### config.mk
export PLATFORM = sky130hd
export DESIGN_NAME = oad_decoder
export DESIGN_NICKNAME = d
export VERILOG_FILES = /design/src/oad_pkg.sv /design/src/oad_decoder.sv
export SDC_FILE = /design/constraint.sdc
export NUM_CORES = 1
export LEC_CHECK = 0
export ABC_AREA = 0
export BUFFER_PORTS_ARGS = -buffer_cell sky130_fd_sc_hd__buf_2
export CORE_AREA = 2 2 99 196
export CTS_CLUSTER_SIZE = 8
export DETAILED_ROUTE_END_ITERATION = 12
export DIE_AREA = 0 0 101 198
export PLACE_DENSITY = 0.69
export RECOVER_POWER = 100
export SLEW_MARGIN = 20
export SYNTH_ARGS = -nofsm -noshare
export SYNTH_HDL_FRONTEND = slang
export SYNTH_SLANG_ARGS = --single-unit
### constraint.sdc
create_clock -name core_clk_i -period 6.3 [get_ports core_clk_i]
set_clock_uncertainty 0.15 [all_clocks]
set_input_delay 0.315 -clock core_clk_i [delete_from_list [all_inputs] [get_ports core_clk_i]]
set_output_delay 0.315 -clock core_clk_i [all_outputs]
set_load 0.05 [all_outputs]
### src/oad_pkg.sv
// Types and constants for the operand address decoder
package oad_pkg;
  localparam logic [7:0] OPC_TWO_BYTE  = 8'h0f;
  localparam logic [7:0] OPC_GRP_TABLE = 8'h00;
  localparam logic [7:0] OPC_GRP_SYS   = 8'h01;
  localparam logic [7:0] OPC_ACC_RIGHT = 8'h02;
  localparam logic [7:0] OPC_SEG_LIMIT = 8'h03;
  localparam logic [7:0] OPC_ADJ_PRIV  = 8'h63;
  localparam logic [7:0] PFX_SEG_MASK  = 8'he7;
  localparam logic [7:0] PFX_SEG_MATCH = 8'h26;
  localparam logic [3:0] STRING_NIBBLE = 4'ha;
  localparam int         PFX_SEG_LSB   = 3;
  localparam logic [1:0] MOD_NONE      = 2'h0;
  localparam logic [1:0] MOD_D8        = 2'h1;
  localparam logic [1:0] MOD_D16       = 2'h2;
  localparam logic [1:0] MOD_REG       = 2'h3;
  localparam logic [2:0] RM_DIRECT     = 3'h6;
  localparam logic [4:0] CLK_GDT       = 5'h0b;
  localparam logic [4:0] CLK_IDT       = 5'h0c;
  localparam logic [4:0] CLK_TBL_LD_R  = 5'h11;
  localparam logic [4:0] CLK_TBL_LD_M  = 5'h13;
  localparam logic [4:0] CLK_STORE_R   = 5'h02;
  localparam logic [4:0] CLK_STORE_M   = 5'h03;
  localparam logic [4:0] CLK_MSW_LD_R  = 5'h03;
  localparam logic [4:0] CLK_MSW_LD_M  = 5'h06;
  localparam logic [4:0] CLK_CHECK_R   = 5'h0e;
  localparam logic [4:0] CLK_CHECK_M   = 5'h10;
  localparam logic [4:0] CLK_ADJ_R     = 5'h0a;
  localparam logic [4:0] CLK_ADJ_M     = 5'h0b;

  typedef enum logic [1:0] {
    extra_segment = 2'b00,
    code_segment  = 2'b01,
    stack_segment = 2'b10,
    data_segment  = 2'b11
  } oad_seg_type;

  typedef enum logic [3:0] {
    accumulator_word       = 4'b0000,
    count_word             = 4'b0001,
    data_word_register     = 4'b0010,
    general_base_word      = 4'b0011,
    stack_pointer_word     = 4'b0100,
    frame_base_word        = 4'b0101,
    source_index_word      = 4'b0110,
    destination_index_word = 4'b0111,
    accumulator_low_byte   = 4'b1000,
    count_low_byte         = 4'b1001,
    data_low_byte          = 4'b1010,
    general_base_low_byte  = 4'b1011,
    accumulator_high_byte  = 4'b1100,
    count_high_byte        = 4'b1101,
    data_high_byte         = 4'b1110,
    general_base_high_byte = 4'b1111
  } oad_reg_type;

  typedef enum logic [3:0] {
    no_system_op             = 4'b0000,
    load_global_table_op     = 4'b0001,
    store_global_table_op    = 4'b0010,
    load_interrupt_table_op  = 4'b0011,
    store_interrupt_table_op = 4'b0100,
    load_local_table_op      = 4'b0101,
    store_local_table_op     = 4'b0110,
    load_task_reg_op         = 4'b0111,
    store_task_reg_op        = 4'b1000,
    load_machine_word_op     = 4'b1001,
    store_machine_word_op    = 4'b1010,
    load_access_rights_op    = 4'b1011,
    load_segment_limit_op    = 4'b1100,
    verify_access_op         = 4'b1101,
    verify_write_op          = 4'b1110,
    adjust_privilege_op      = 4'b1111
  } oad_op_type;

  typedef enum logic [2:0] {
    ST_OPCODE  = 3'b000,
    ST_EXT     = 3'b001,
    ST_MODRM   = 3'b010,
    ST_DISP_LO = 3'b011,
    ST_DISP_HI = 3'b100
  } oad_state_type;

  typedef struct packed {
    logic [15:0] general_base;
    logic [15:0] frame_base;
    logic [15:0] source_index;
    logic [15:0] destination_index;
  } oad_regs_type;

  typedef struct packed {
    oad_op_type  op;
    logic [15:0] effective_address;
    oad_seg_type segment;
    logic [1:0]  mode;
    logic        is_reg;
    logic        wide;
    oad_reg_type rm_reg;
    oad_reg_type field_reg;
    logic        frame_based;
    logic        overridden;
    logic        string_dest;
    logic [4:0]  clocks;
    logic        mode_ok;
  } oad_result_type;
endpackage : oad_pkg

### src/oad_decoder.sv
// Operand addressing byte and protection-control opcode decoder
module oad_decoder (
  input  wire logic                   core_clk_i,
  input  wire logic                   rst_i,
  input  wire logic                   byte_valid_i,
  input  wire logic [7:0]             byte_i,
  input  wire logic                   modrm_next_i,
  input  wire logic                   protected_mode_i,
  input  wire oad_pkg::oad_regs_type  regs_i,
  output logic                        result_valid_o,
  output oad_pkg::oad_result_type     result_o
);

  oad_pkg::oad_state_type  state;
  oad_pkg::oad_state_type  next_state;
  oad_pkg::oad_result_type next_result;
  logic [7:0]              opc;
  logic                    two_byte;
  logic [7:0]              modrm;
  logic [7:0]              next_modrm;
  logic [7:0]              disp_lo;
  logic [15:0]             next_disp;
  logic                    ovr_valid;
  oad_pkg::oad_seg_type    ovr_seg;
  logic                    finish;
  logic                    string_hit;
  logic                    is_prefix;
  logic                    is_string;
  logic                    clear_ovr;

  function automatic oad_pkg::oad_reg_type reg_decode(input logic w, input logic [2:0] code);
    reg_decode = oad_pkg::oad_reg_type'({~w, code});
  endfunction : reg_decode

  function automatic logic [15:0] reg_base(input logic [2:0] rm, input oad_pkg::oad_regs_type r);
    unique case (rm)
      3'b000: reg_base = r.general_base + r.source_index;
      3'b001: reg_base = r.general_base + r.destination_index;
      3'b010: reg_base = r.frame_base + r.source_index;
      3'b011: reg_base = r.frame_base + r.destination_index;
      3'b100: reg_base = r.source_index;
      3'b101: reg_base = r.destination_index;
      3'b110: reg_base = r.frame_base;
      3'b111: reg_base = r.general_base;
    endcase
  endfunction : reg_base

  function automatic oad_pkg::oad_op_type op_decode(input logic tb, input logic [7:0] o,
                                                     input logic [2:0] f);
    op_decode = oad_pkg::no_system_op;
    if (!tb)
    begin
      if (o == oad_pkg::OPC_ADJ_PRIV)
        op_decode = oad_pkg::adjust_privilege_op;
    end
    else
    begin
      unique case (o)
        oad_pkg::OPC_GRP_TABLE:
          unique case (f)
            3'b000: op_decode = oad_pkg::store_local_table_op;
            3'b001: op_decode = oad_pkg::store_task_reg_op;
            3'b010: op_decode = oad_pkg::load_local_table_op;
            3'b011: op_decode = oad_pkg::load_task_reg_op;
            3'b100: op_decode = oad_pkg::verify_access_op;
            3'b101: op_decode = oad_pkg::verify_write_op;
            default: op_decode = oad_pkg::no_system_op;
          endcase
        oad_pkg::OPC_GRP_SYS:
          unique case (f)
            3'b000: op_decode = oad_pkg::store_global_table_op;
            3'b001: op_decode = oad_pkg::store_interrupt_table_op;
            3'b010: op_decode = oad_pkg::load_global_table_op;
            3'b011: op_decode = oad_pkg::load_interrupt_table_op;
            3'b100: op_decode = oad_pkg::store_machine_word_op;
            3'b110: op_decode = oad_pkg::load_machine_word_op;
            default: op_decode = oad_pkg::no_system_op;
          endcase
        oad_pkg::OPC_ACC_RIGHT: op_decode = oad_pkg::load_access_rights_op;
        oad_pkg::OPC_SEG_LIMIT: op_decode = oad_pkg::load_segment_limit_op;
        default: op_decode = oad_pkg::no_system_op;
      endcase
    end
  endfunction : op_decode

  // Returns {allowed in current mode, clock count}
  function automatic logic [5:0] op_clocks(input oad_pkg::oad_op_type op, input logic rf,
                                           input logic prot);
    op_clocks = {1'b1, 5'h00};
    unique case (op)
      oad_pkg::load_global_table_op,
      oad_pkg::store_global_table_op:
        op_clocks = {1'b1, oad_pkg::CLK_GDT};
      oad_pkg::load_interrupt_table_op,
      oad_pkg::store_interrupt_table_op:
        op_clocks = {1'b1, oad_pkg::CLK_IDT};
      oad_pkg::load_local_table_op,
      oad_pkg::load_task_reg_op:
        op_clocks = {prot, rf ? oad_pkg::CLK_TBL_LD_R : oad_pkg::CLK_TBL_LD_M};
      oad_pkg::store_local_table_op,
      oad_pkg::store_task_reg_op:
        op_clocks = {prot, rf ? oad_pkg::CLK_STORE_R : oad_pkg::CLK_STORE_M};
      oad_pkg::load_machine_word_op:
        op_clocks = {1'b1, rf ? oad_pkg::CLK_MSW_LD_R : oad_pkg::CLK_MSW_LD_M};
      oad_pkg::store_machine_word_op:
        op_clocks = {1'b1, rf ? oad_pkg::CLK_STORE_R : oad_pkg::CLK_STORE_M};
      oad_pkg::load_access_rights_op,
      oad_pkg::load_segment_limit_op,
      oad_pkg::verify_access_op,
      oad_pkg::verify_write_op:
        op_clocks = {prot, rf ? oad_pkg::CLK_CHECK_R : oad_pkg::CLK_CHECK_M};
      oad_pkg::adjust_privilege_op:
        op_clocks = {prot, rf ? oad_pkg::CLK_ADJ_R : oad_pkg::CLK_ADJ_M};
      oad_pkg::no_system_op:
        op_clocks = {1'b1, 5'h00};
    endcase
  endfunction : op_clocks

  assign is_prefix = (byte_i & oad_pkg::PFX_SEG_MASK) == oad_pkg::PFX_SEG_MATCH;
  // String ops that access memory through the destination index
  assign is_string = (byte_i[7:4] == oad_pkg::STRING_NIBBLE)
                   && ((byte_i[2] && !byte_i[3]) || (byte_i[1] && byte_i[3]));

  always_comb
  begin
    next_state = state;
    next_modrm = modrm;
    next_disp  = 16'h0000;
    finish     = 1'b0;
    string_hit = 1'b0;
    unique case (state)
      oad_pkg::ST_OPCODE:
        if (byte_valid_i && !is_prefix)
        begin
          if (byte_i == oad_pkg::OPC_TWO_BYTE)
            next_state = oad_pkg::ST_EXT;
          else if (byte_i == oad_pkg::OPC_ADJ_PRIV || modrm_next_i)
            next_state = oad_pkg::ST_MODRM;
          else if (is_string)
            string_hit = 1'b1;
        end
      oad_pkg::ST_EXT:
        if (byte_valid_i)
        begin
          if (byte_i inside {oad_pkg::OPC_GRP_TABLE, oad_pkg::OPC_GRP_SYS,
                             oad_pkg::OPC_ACC_RIGHT, oad_pkg::OPC_SEG_LIMIT})
            next_state = oad_pkg::ST_MODRM;
          else
            next_state = oad_pkg::ST_OPCODE;
        end
      oad_pkg::ST_MODRM:
        if (byte_valid_i)
        begin
          next_modrm = byte_i;
          if (byte_i[7:6] == oad_pkg::MOD_REG
              || (byte_i[7:6] == oad_pkg::MOD_NONE && byte_i[2:0] != oad_pkg::RM_DIRECT))
          begin
            finish     = 1'b1;
            next_state = oad_pkg::ST_OPCODE;
          end
          else
            next_state = oad_pkg::ST_DISP_LO;
        end
      oad_pkg::ST_DISP_LO:
        if (byte_valid_i)
        begin
          if (modrm[7:6] == oad_pkg::MOD_D8)
          begin
            next_disp  = {{8{byte_i[7]}}, byte_i};
            finish     = 1'b1;
            next_state = oad_pkg::ST_OPCODE;
          end
          else
            next_state = oad_pkg::ST_DISP_HI;
        end
      oad_pkg::ST_DISP_HI:
        if (byte_valid_i)
        begin
          // Second byte is the upper half
          next_disp  = {byte_i, disp_lo};
          finish     = 1'b1;
          next_state = oad_pkg::ST_OPCODE;
        end
      default:
        next_state = oad_pkg::ST_OPCODE;
    endcase
  end

  assign clear_ovr = byte_valid_i && next_state == oad_pkg::ST_OPCODE
                   && !(state == oad_pkg::ST_OPCODE && is_prefix);

  always_comb
  begin
    logic       direct;
    logic [5:0] ck;
    direct = 1'b0;
    ck     = 6'h00;
    next_result = '0;
    if (string_hit)
    begin
      next_result.string_dest       = 1'b1;
      next_result.segment           = oad_pkg::extra_segment;
      next_result.effective_address = regs_i.destination_index;
      next_result.wide              = byte_i[0];
      next_result.mode_ok           = 1'b1;
    end
    else
    begin
      direct = next_modrm[7:6] == oad_pkg::MOD_NONE && next_modrm[2:0] == oad_pkg::RM_DIRECT;
      next_result.op     = op_decode(two_byte, opc, next_modrm[5:3]);
      next_result.mode   = next_modrm[7:6];
      next_result.wide   = two_byte | opc[0];
      next_result.is_reg = next_modrm[7:6] == oad_pkg::MOD_REG;
      next_result.rm_reg    = reg_decode(next_result.wide, next_modrm[2:0]);
      next_result.field_reg = reg_decode(next_result.wide, next_modrm[5:3]);
      if (direct)
        next_result.effective_address = next_disp;
      else if (!next_result.is_reg)
        next_result.effective_address = reg_base(next_modrm[2:0], regs_i) + next_disp;
      next_result.frame_based = !direct && !next_result.is_reg
                              && next_modrm[2:0] inside {3'b010, 3'b011, 3'b110};
      next_result.overridden = ovr_valid;
      if (ovr_valid)
        next_result.segment = ovr_seg;
      else if (next_result.frame_based)
        next_result.segment = oad_pkg::stack_segment;
      else
        next_result.segment = oad_pkg::data_segment;
      ck = op_clocks(next_result.op, next_result.is_reg, protected_mode_i);
      next_result.mode_ok = ck[5];
      next_result.clocks  = ck[4:0];
    end
  end

  always_ff @(posedge core_clk_i or posedge rst_i)
  begin
    if (rst_i)
      state <= oad_pkg::ST_OPCODE;
    else
      state <= next_state;
  end

  always_ff @(posedge core_clk_i or posedge rst_i)
  begin
    if (rst_i)
    begin
      opc      <= 8'h00;
      two_byte <= 1'b0;
      modrm    <= 8'h00;
      disp_lo  <= 8'h00;
    end
    else if (byte_valid_i)
    begin
      if (state == oad_pkg::ST_OPCODE && !is_prefix)
      begin
        opc      <= byte_i;
        two_byte <= 1'b0;
      end
      else if (state == oad_pkg::ST_EXT)
      begin
        opc      <= byte_i;
        two_byte <= 1'b1;
      end
      modrm <= next_modrm;
      if (state == oad_pkg::ST_DISP_LO)
        disp_lo <= byte_i;
    end
  end

  always_ff @(posedge core_clk_i or posedge rst_i)
  begin
    if (rst_i)
    begin
      ovr_valid <= 1'b0;
      ovr_seg   <= oad_pkg::data_segment;
    end
    else if (state == oad_pkg::ST_OPCODE && byte_valid_i && is_prefix)
    begin
      ovr_valid <= 1'b1;
      ovr_seg   <= oad_pkg::oad_seg_type'(byte_i[oad_pkg::PFX_SEG_LSB +: 2]);
    end
    else if (clear_ovr)
      ovr_valid <= 1'b0;
  end

  always_ff @(posedge core_clk_i or posedge rst_i)
  begin
    if (rst_i)
    begin
      result_valid_o <= 1'b0;
      result_o       <= '0;
    end
    else
    begin
      result_valid_o <= finish | string_hit;
      if (finish | string_hit)
        result_o <= next_result;
    end
  end

  logic [15:0] base_now;
  logic [15:0] base_held;
  logic        take_modrm;
  assign base_now   = reg_base(byte_i[2:0], regs_i);
  assign base_held  = reg_base(modrm[2:0], regs_i);
  assign take_modrm = state == oad_pkg::ST_MODRM && byte_valid_i;
endmodule : oad_decoder

* Word level (Yosys, flattened, before mapping)
Index checks and enable logic that the tools add are counted.
** Operators by class
- Reduce and logical (&&, ||, !) cells :: 42
- Equality and inequality tests :: 47
- Add/subtract/negate cells :: 5
- Bitwise gates (word level) :: 3
- Muxes and demuxes :: 62
** Operators by type and width (count)
- 16-bit 2-to-1 mux :: 8
- 16-bit one-hot mux with 8 select lines :: 1
- 16-bit adder :: 5
- 6-bit one-hot mux with 9 select lines :: 1
- 4-bit one-hot mux with 6 select lines :: 2
- 4-bit == test (second input constant) :: 9
- 8-bit by 2-bit == test with 1-bit output (second input constant) :: 4
- 8-bit 2-to-1 mux :: 4
- 16-bit one-hot mux with 2 select lines :: 1
- 3-bit 2-to-1 mux :: 10
- 3-bit == test (second input constant) :: 8
- 1-bit 2-to-1 mux :: 20
- 3-bit by 2-bit == test with 1-bit output (second input constant) :: 6
- 18-bit 2-to-1 mux :: 1
- 4-bit by 3-bit == test with 1-bit output (second input constant) :: 4
- 8-bit by 1-bit == test with 1-bit output (second input constant) :: 2
- 8-bit by 7-bit == test with 1-bit output (second input constant) :: 2
- 8-bit zero test :: 2
- 4-bit 2-to-1 mux :: 4
- 4-bit one-hot mux with 4 select lines :: 1
- 3-bit one-hot mux with 5 select lines :: 1
- 1-bit logical AND :: 14
- 3-bit zero test :: 4
- 10-bit 2-to-1 mux :: 1
- other kinds (23) :: 44
** Word-level totals
- Input port bits :: 77
- Bits in registers :: 75

* Longest topological paths before layout
- Word-level depth :: 14
- Depth in mapped cells :: 31
- Depth with buffers taken out :: 26

* Worst setup path after synthesis
Ideal clock, no wire load.
- Kind :: register -> register
- Start :: register state[1]
- End :: register result_o[38] (netlist name)
- Library setup time :: 127 ps
- Arrival :: 5419 ps
- Slack :: 604 ps
- Stages on the path, launching flop included :: 31
- Period minus slack after synthesis :: 5696 ps
- Cells stage by stage :: dfrtp_1 > buf_6 > nor4bb_4 > buf_6 > buf_4 > or3_1 > o31ai_2 > clkbuf_1 > mux2_2 > ha_1 > inv_1 > fa_1 > nand3b_1 > a21boi_0 > o21ai_0 > nand2_1 > a21o_1 > a21oi_1 > xnor2_1 > a211oi_1 > nor2_1 > ha_1 > nand2_1 > nor2_1 > nand3_1 > and3_1 > o311ai_0 > a21oi_1 > xnor2_1 > xnor2_1 > o21ai_0
** Between the ends
- Longest elaborated chain between the ends :: 11
- Elaborated cells on any way between the ends :: 28
- Those cells by class :: add/sub: 1; eq/ne: 11; mux: 11; bitwise: 1; reduce/logical: 4
** RTL lines
- start, declared :: line oad_decoder.sv:14 : oad_pkg::oad_state_type state;
- start signal, assigned :: line oad_decoder.sv:238 : state <= oad_pkg::ST_OPCODE;
- start signal, assigned :: line oad_decoder.sv:240 : state <= next_state;
- 3-bit by 2-bit == test with 1-bit output :: line oad_decoder.sv:131 : unique case (state)
- 8-bit 2-to-1 mux :: line oad_decoder.sv:131
- 3-bit == test (tied with other cells) :: line oad_decoder.sv:36 : unique case (rm)
- 16-bit one-hot mux with 8 select lines :: line oad_decoder.sv:36
- 16-bit 2-to-1 mux :: line oad_decoder.sv:218 : else if (!next_result.is_reg)
- 16-bit 2-to-1 mux :: line oad_decoder.sv:216 : if (direct)
- 16-bit 2-to-1 mux :: line oad_decoder.sv:199 : if (string_hit)
- 16-bit adder :: line oad_decoder.sv:219 : next_result.effective_address = reg_base(next_modrm[2:0], regs_i) + next_disp;
- 16-bit 2-to-1 mux :: line oad_decoder.sv:218
- 16-bit 2-to-1 mux :: line oad_decoder.sv:216
- 18-bit 2-to-1 mux :: line oad_decoder.sv:199
- end signal, assigned :: line oad_decoder.sv:297 : result_o <= next_result;
- end, declared :: line oad_decoder.sv:11 : output oad_pkg::oad_result_type result_o
Several ways; a longest one is shown, not always the timed one. The select of a mux whose other input is x is not followed.
A chain may end at the register's enable or synchronous reset.

* Final worst setup path
- Start :: register state[0]
- End :: register result_o[38] (netlist name)
Same word-level chain as after synthesis.

==> results.yml <==
floorplan:
  core_um2: 18700
  die_width_um: 101
  start_util: 0.390
  pin_count: 121
  die-area_um2: 20000
  die_y_um: 198
  rows: 71
critical_path:
  critPathArrivalTime_ns: 5.96
  r2r_slack_ns: 0.41
  reg2reg_depth: 23
  required_ns: 6.37
  cp_max_fo: 13
  r2r_end: "result_o[38]$_DFFE_PP0P_"
  setup.worst_path.end_class: "flip-flop"
  reg2reg_from: "state[0]$_DFF_PP0_"
  critPathKind: "reg2reg"
  cp-start-kind: "flip-flop"
sta:
  setup_tns_ns: 0
  worst_pin_slew_ns: 4.00
  finalCritPeriodShare: 0.936
  hold_viol_final: 0
  clock.fmax_mhz: 170
  period_minus_slack_ns: 5.89
  slew_headroom: -1.67
  whs_ns: 0.0766
  setup_ws_ns: 0.405
  grt_setup_unrepaired: "false"
  final_max_slew_viol_count: 108
  setup_viol: 0
synthesis:
  synth_top_area_cell: "dfrtp_1"
  syn-cell-area_um2: 7270
  ys_types: 77
  synthTopCellsByArea: "dfrtp_1 (25%), ha_1 (8.3%), mux2_2 (7.0%)"
  synth_seq_cells: 74
  synth-edff-count: 0
  synth_cells: 903
  synth_flop_cell: "dfrtp_1"
  syn-num-nets: 1031
  yosysWarnings: 0
  async_flop_share: 1.00
  synth_top_area_frac: 0.248
  ys_seq_area_frac: 0.255
  avgSynthCellArea_um2: 8.05
power_and_ir_drop:
  worst_ir_drop_vdd_uv: 193
  power_mw: 4.28
  powerDensity_nw_per_um2: 516
  cellLeakagePower_nw: 3.64
drt:
  wl_per_cell_um: 20.2
  vias: 7496
  drc: 0
  first_iter_violations: 413
  dr.pass1.iters: 5
  vias_per_cell: 6.11
  wl_um: 24800
  ant_nets: 0
hold_path:
  min-delay-start: "protected_mode_i"
  hold_end: "result_o[0]$_DFFE_PP0P_"
  hold_path_class: "in2reg"
  hold_path_depth: 2
clocking:
  ctsRootBufferMaster: "clkbuf_16"
  clkLatencyLatePin_ns: 0.33
  cts_hold_buf: 0
  cts.sinks: 74
  clk_path_buf_depth: 2
  cts_setup_buffers: 0
  cts_tree: "done"
  cts-htree-levels: 3
  clk_pin_slew_ns: 0.06
  cts_made_buffers: 9
  cts-resized-gates: 0
layout:
  utilization: 0.445
  antennaDiodeCount: 0
  post_route_cells_drive_above_1_share: 0.167
  finish.instance_area_um2: 8300
  final_nets: 1131
  final_cells: 1226
  area_growth_pct: 14.2
global_routing:
  grt_usage: 0.250
  overflow: 0
  antenna_found_initial: 0
  grt_pass1_wl_um: 38800
  grt_max_degree: 75
  first_global_vias: 7476
status:
  failed_checks: "max-capacitance violations, max-slew violations"
  status: "complete, but fails checks"
placed_design:
  place_ws_ns: 0.427
  post-place-cells: 1211
  portBuffers: 120
  dp_hpwl_um: 19700
  place_area_um2: 8090
  place_congestion: 0.963
flow_run:
  maxCapViolCount: 2
[per-layer routing]
metal	up-vias	part of all wire	GRT usage	routed length, um
met5	-	0	0	0
met2	318	0.54	0.464	13400
li1	3512	-	-	-
met3	108	0.044	0.0251	1090
met1	3558	0.34	0.253	8530
met4	0	0.071	0.177	1760
[kinds of logic after synthesis]
family | share of synthesized area
xor+xnor | 0.0482
mux | 0.0957
compound gates | 0.256
fa+ha+maj | 0.0909
buf+inv | 0.0508
simple gates | 0.203
flops | 0.255
[state kept, by name, indices dropped and copies added (netlist names)]
register,count
disp_lo,8
modrm,8
opc,8
ovr_seg,2
ovr_valid,1
result_o,42
result_valid_o,1
state,3
two_byte,1
[area by class of cell]
type | count | area [um^2]
Clock buffer | 9 | 225
Clock inverter | 6 | 91.3
Fill cell | 1935 | 10400
Inverter | 40 | 150
Multi-Input combinational cell | 738 | 5030
Sequential cell | 74 | 1850
Tap cell | 219 | 274
Timing Repair Buffer | 140 | 672
[cell usage in the layout (no fill, tap or decap), types with 8 or more instances in the layout]
| master | n |
|---|---|
| nand2_1 | 94 |
| a211oi_1 | 9 |
| a31oi_1 | 14 |
| a21o_1 | 22 |
| xor2_1 | 16 |
| a21oi_1 | 89 |
| nor3b_1 | 10 |
| dfrtp_1 | 72 |
| o22ai_1 | 12 |
| nand3_1 | 32 |
| nor2_1 | 66 |
| clkbuf_16 | 9 |
| o211ai_1 | 10 |
| and3_1 | 8 |
| inv_1 | 37 |
| a221oi_1 | 11 |
| clkbuf_1 | 51 |
| o21ai_0 | 57 |
| ha_1 | 48 |
| nor3_1 | 19 |
| buf_4 | 14 |
| buf_2 | 75 |
| xnor2_1 | 24 |
| a22oi_1 | 15 |
| nand2b_1 | 8 |
| mux2_2 | 45 |
| mux2i_1 | 12 |
| nor2b_1 | 17 |
| and2_1 | 9 |
[cells in the mapped netlist, types with 9 or more instances]
| master | count |
|---|---|
| nor3_1 | 19 |
| a22oi_1 | 15 |
| mux2_2 | 45 |
| a21oi_1 | 87 |
| xnor2_1 | 24 |
| o22ai_1 | 12 |
| nand3_1 | 32 |
| a21o_1 | 22 |
| dfrtp_1 | 72 |
| a211oi_1 | 9 |
| nor3b_1 | 9 |
| ha_1 | 48 |
| a31oi_1 | 14 |
| mux2i_1 | 13 |
| inv_1 | 36 |
| a221oi_1 | 11 |
| nor2_1 | 66 |
| xor2_1 | 16 |
| o21ai_0 | 58 |
| and2_1 | 9 |
| nor2b_1 | 17 |
| nand2_1 | 94 |
| clkbuf_1 | 39 |
| o211ai_1 | 10 |
[how the worst max path moves through the flow]
stage / cells past startpoint / startpoint / slack [ns] / endpoint
after floorplan: 30 / state[1]$_DFF_PP0_ / 0.60 / result_o[38]$_DFFE_PP0P_
after global placement: 22 / state[0]$_DFF_PP0_ / 0.47 / result_o[38]$_DFFE_PP0P_
after detailed placement: 22 / state[0]$_DFF_PP0_ / 0.43 / result_o[38]$_DFFE_PP0P_
after CTS: 22 / state[0]$_DFF_PP0_ / 0.38 / result_o[38]$_DFFE_PP0P_
after global routing: 26 / state[0]$_DFF_PP0_ / 0.02 / result_o[38]$_DFFE_PP0P_
final: 23 / state[0]$_DFF_PP0_ / 0.41 / result_o[38]$_DFFE_PP0P_
[worst max-delay path, cell delays in order (launching register included)]
cell and delay [ns]:
dfrtp_1 0.50, nand4bb_1 0.40, o31ai_4 0.44, buf_4 0.32
mux2_2 0.37, ha_1 0.33, a21boi_0 0.16, o21ai_0 0.34
nand2_1 0.15, a21o_1 0.20, a21oi_1 0.18, xnor2_1 0.08
a211oi_1 0.23, nor2_1 0.07, ha_1 0.40, nand2_1 0.10
nor2_1 0.11, nand3_1 0.11, and3_1 0.24, o311ai_0 0.33
a21oi_1 0.14, xnor2_1 0.18, xnor2_1 0.13, o21ai_0 0.10
[where the power goes]
group	switching [mW]	total, mW	internal (mW)
combinational	1.87	2.85	0.982
clock	0.210	0.556	0.346
sequential	0.188	0.875	0.687
No activity file was read; power rests on OpenSTA's default activity.
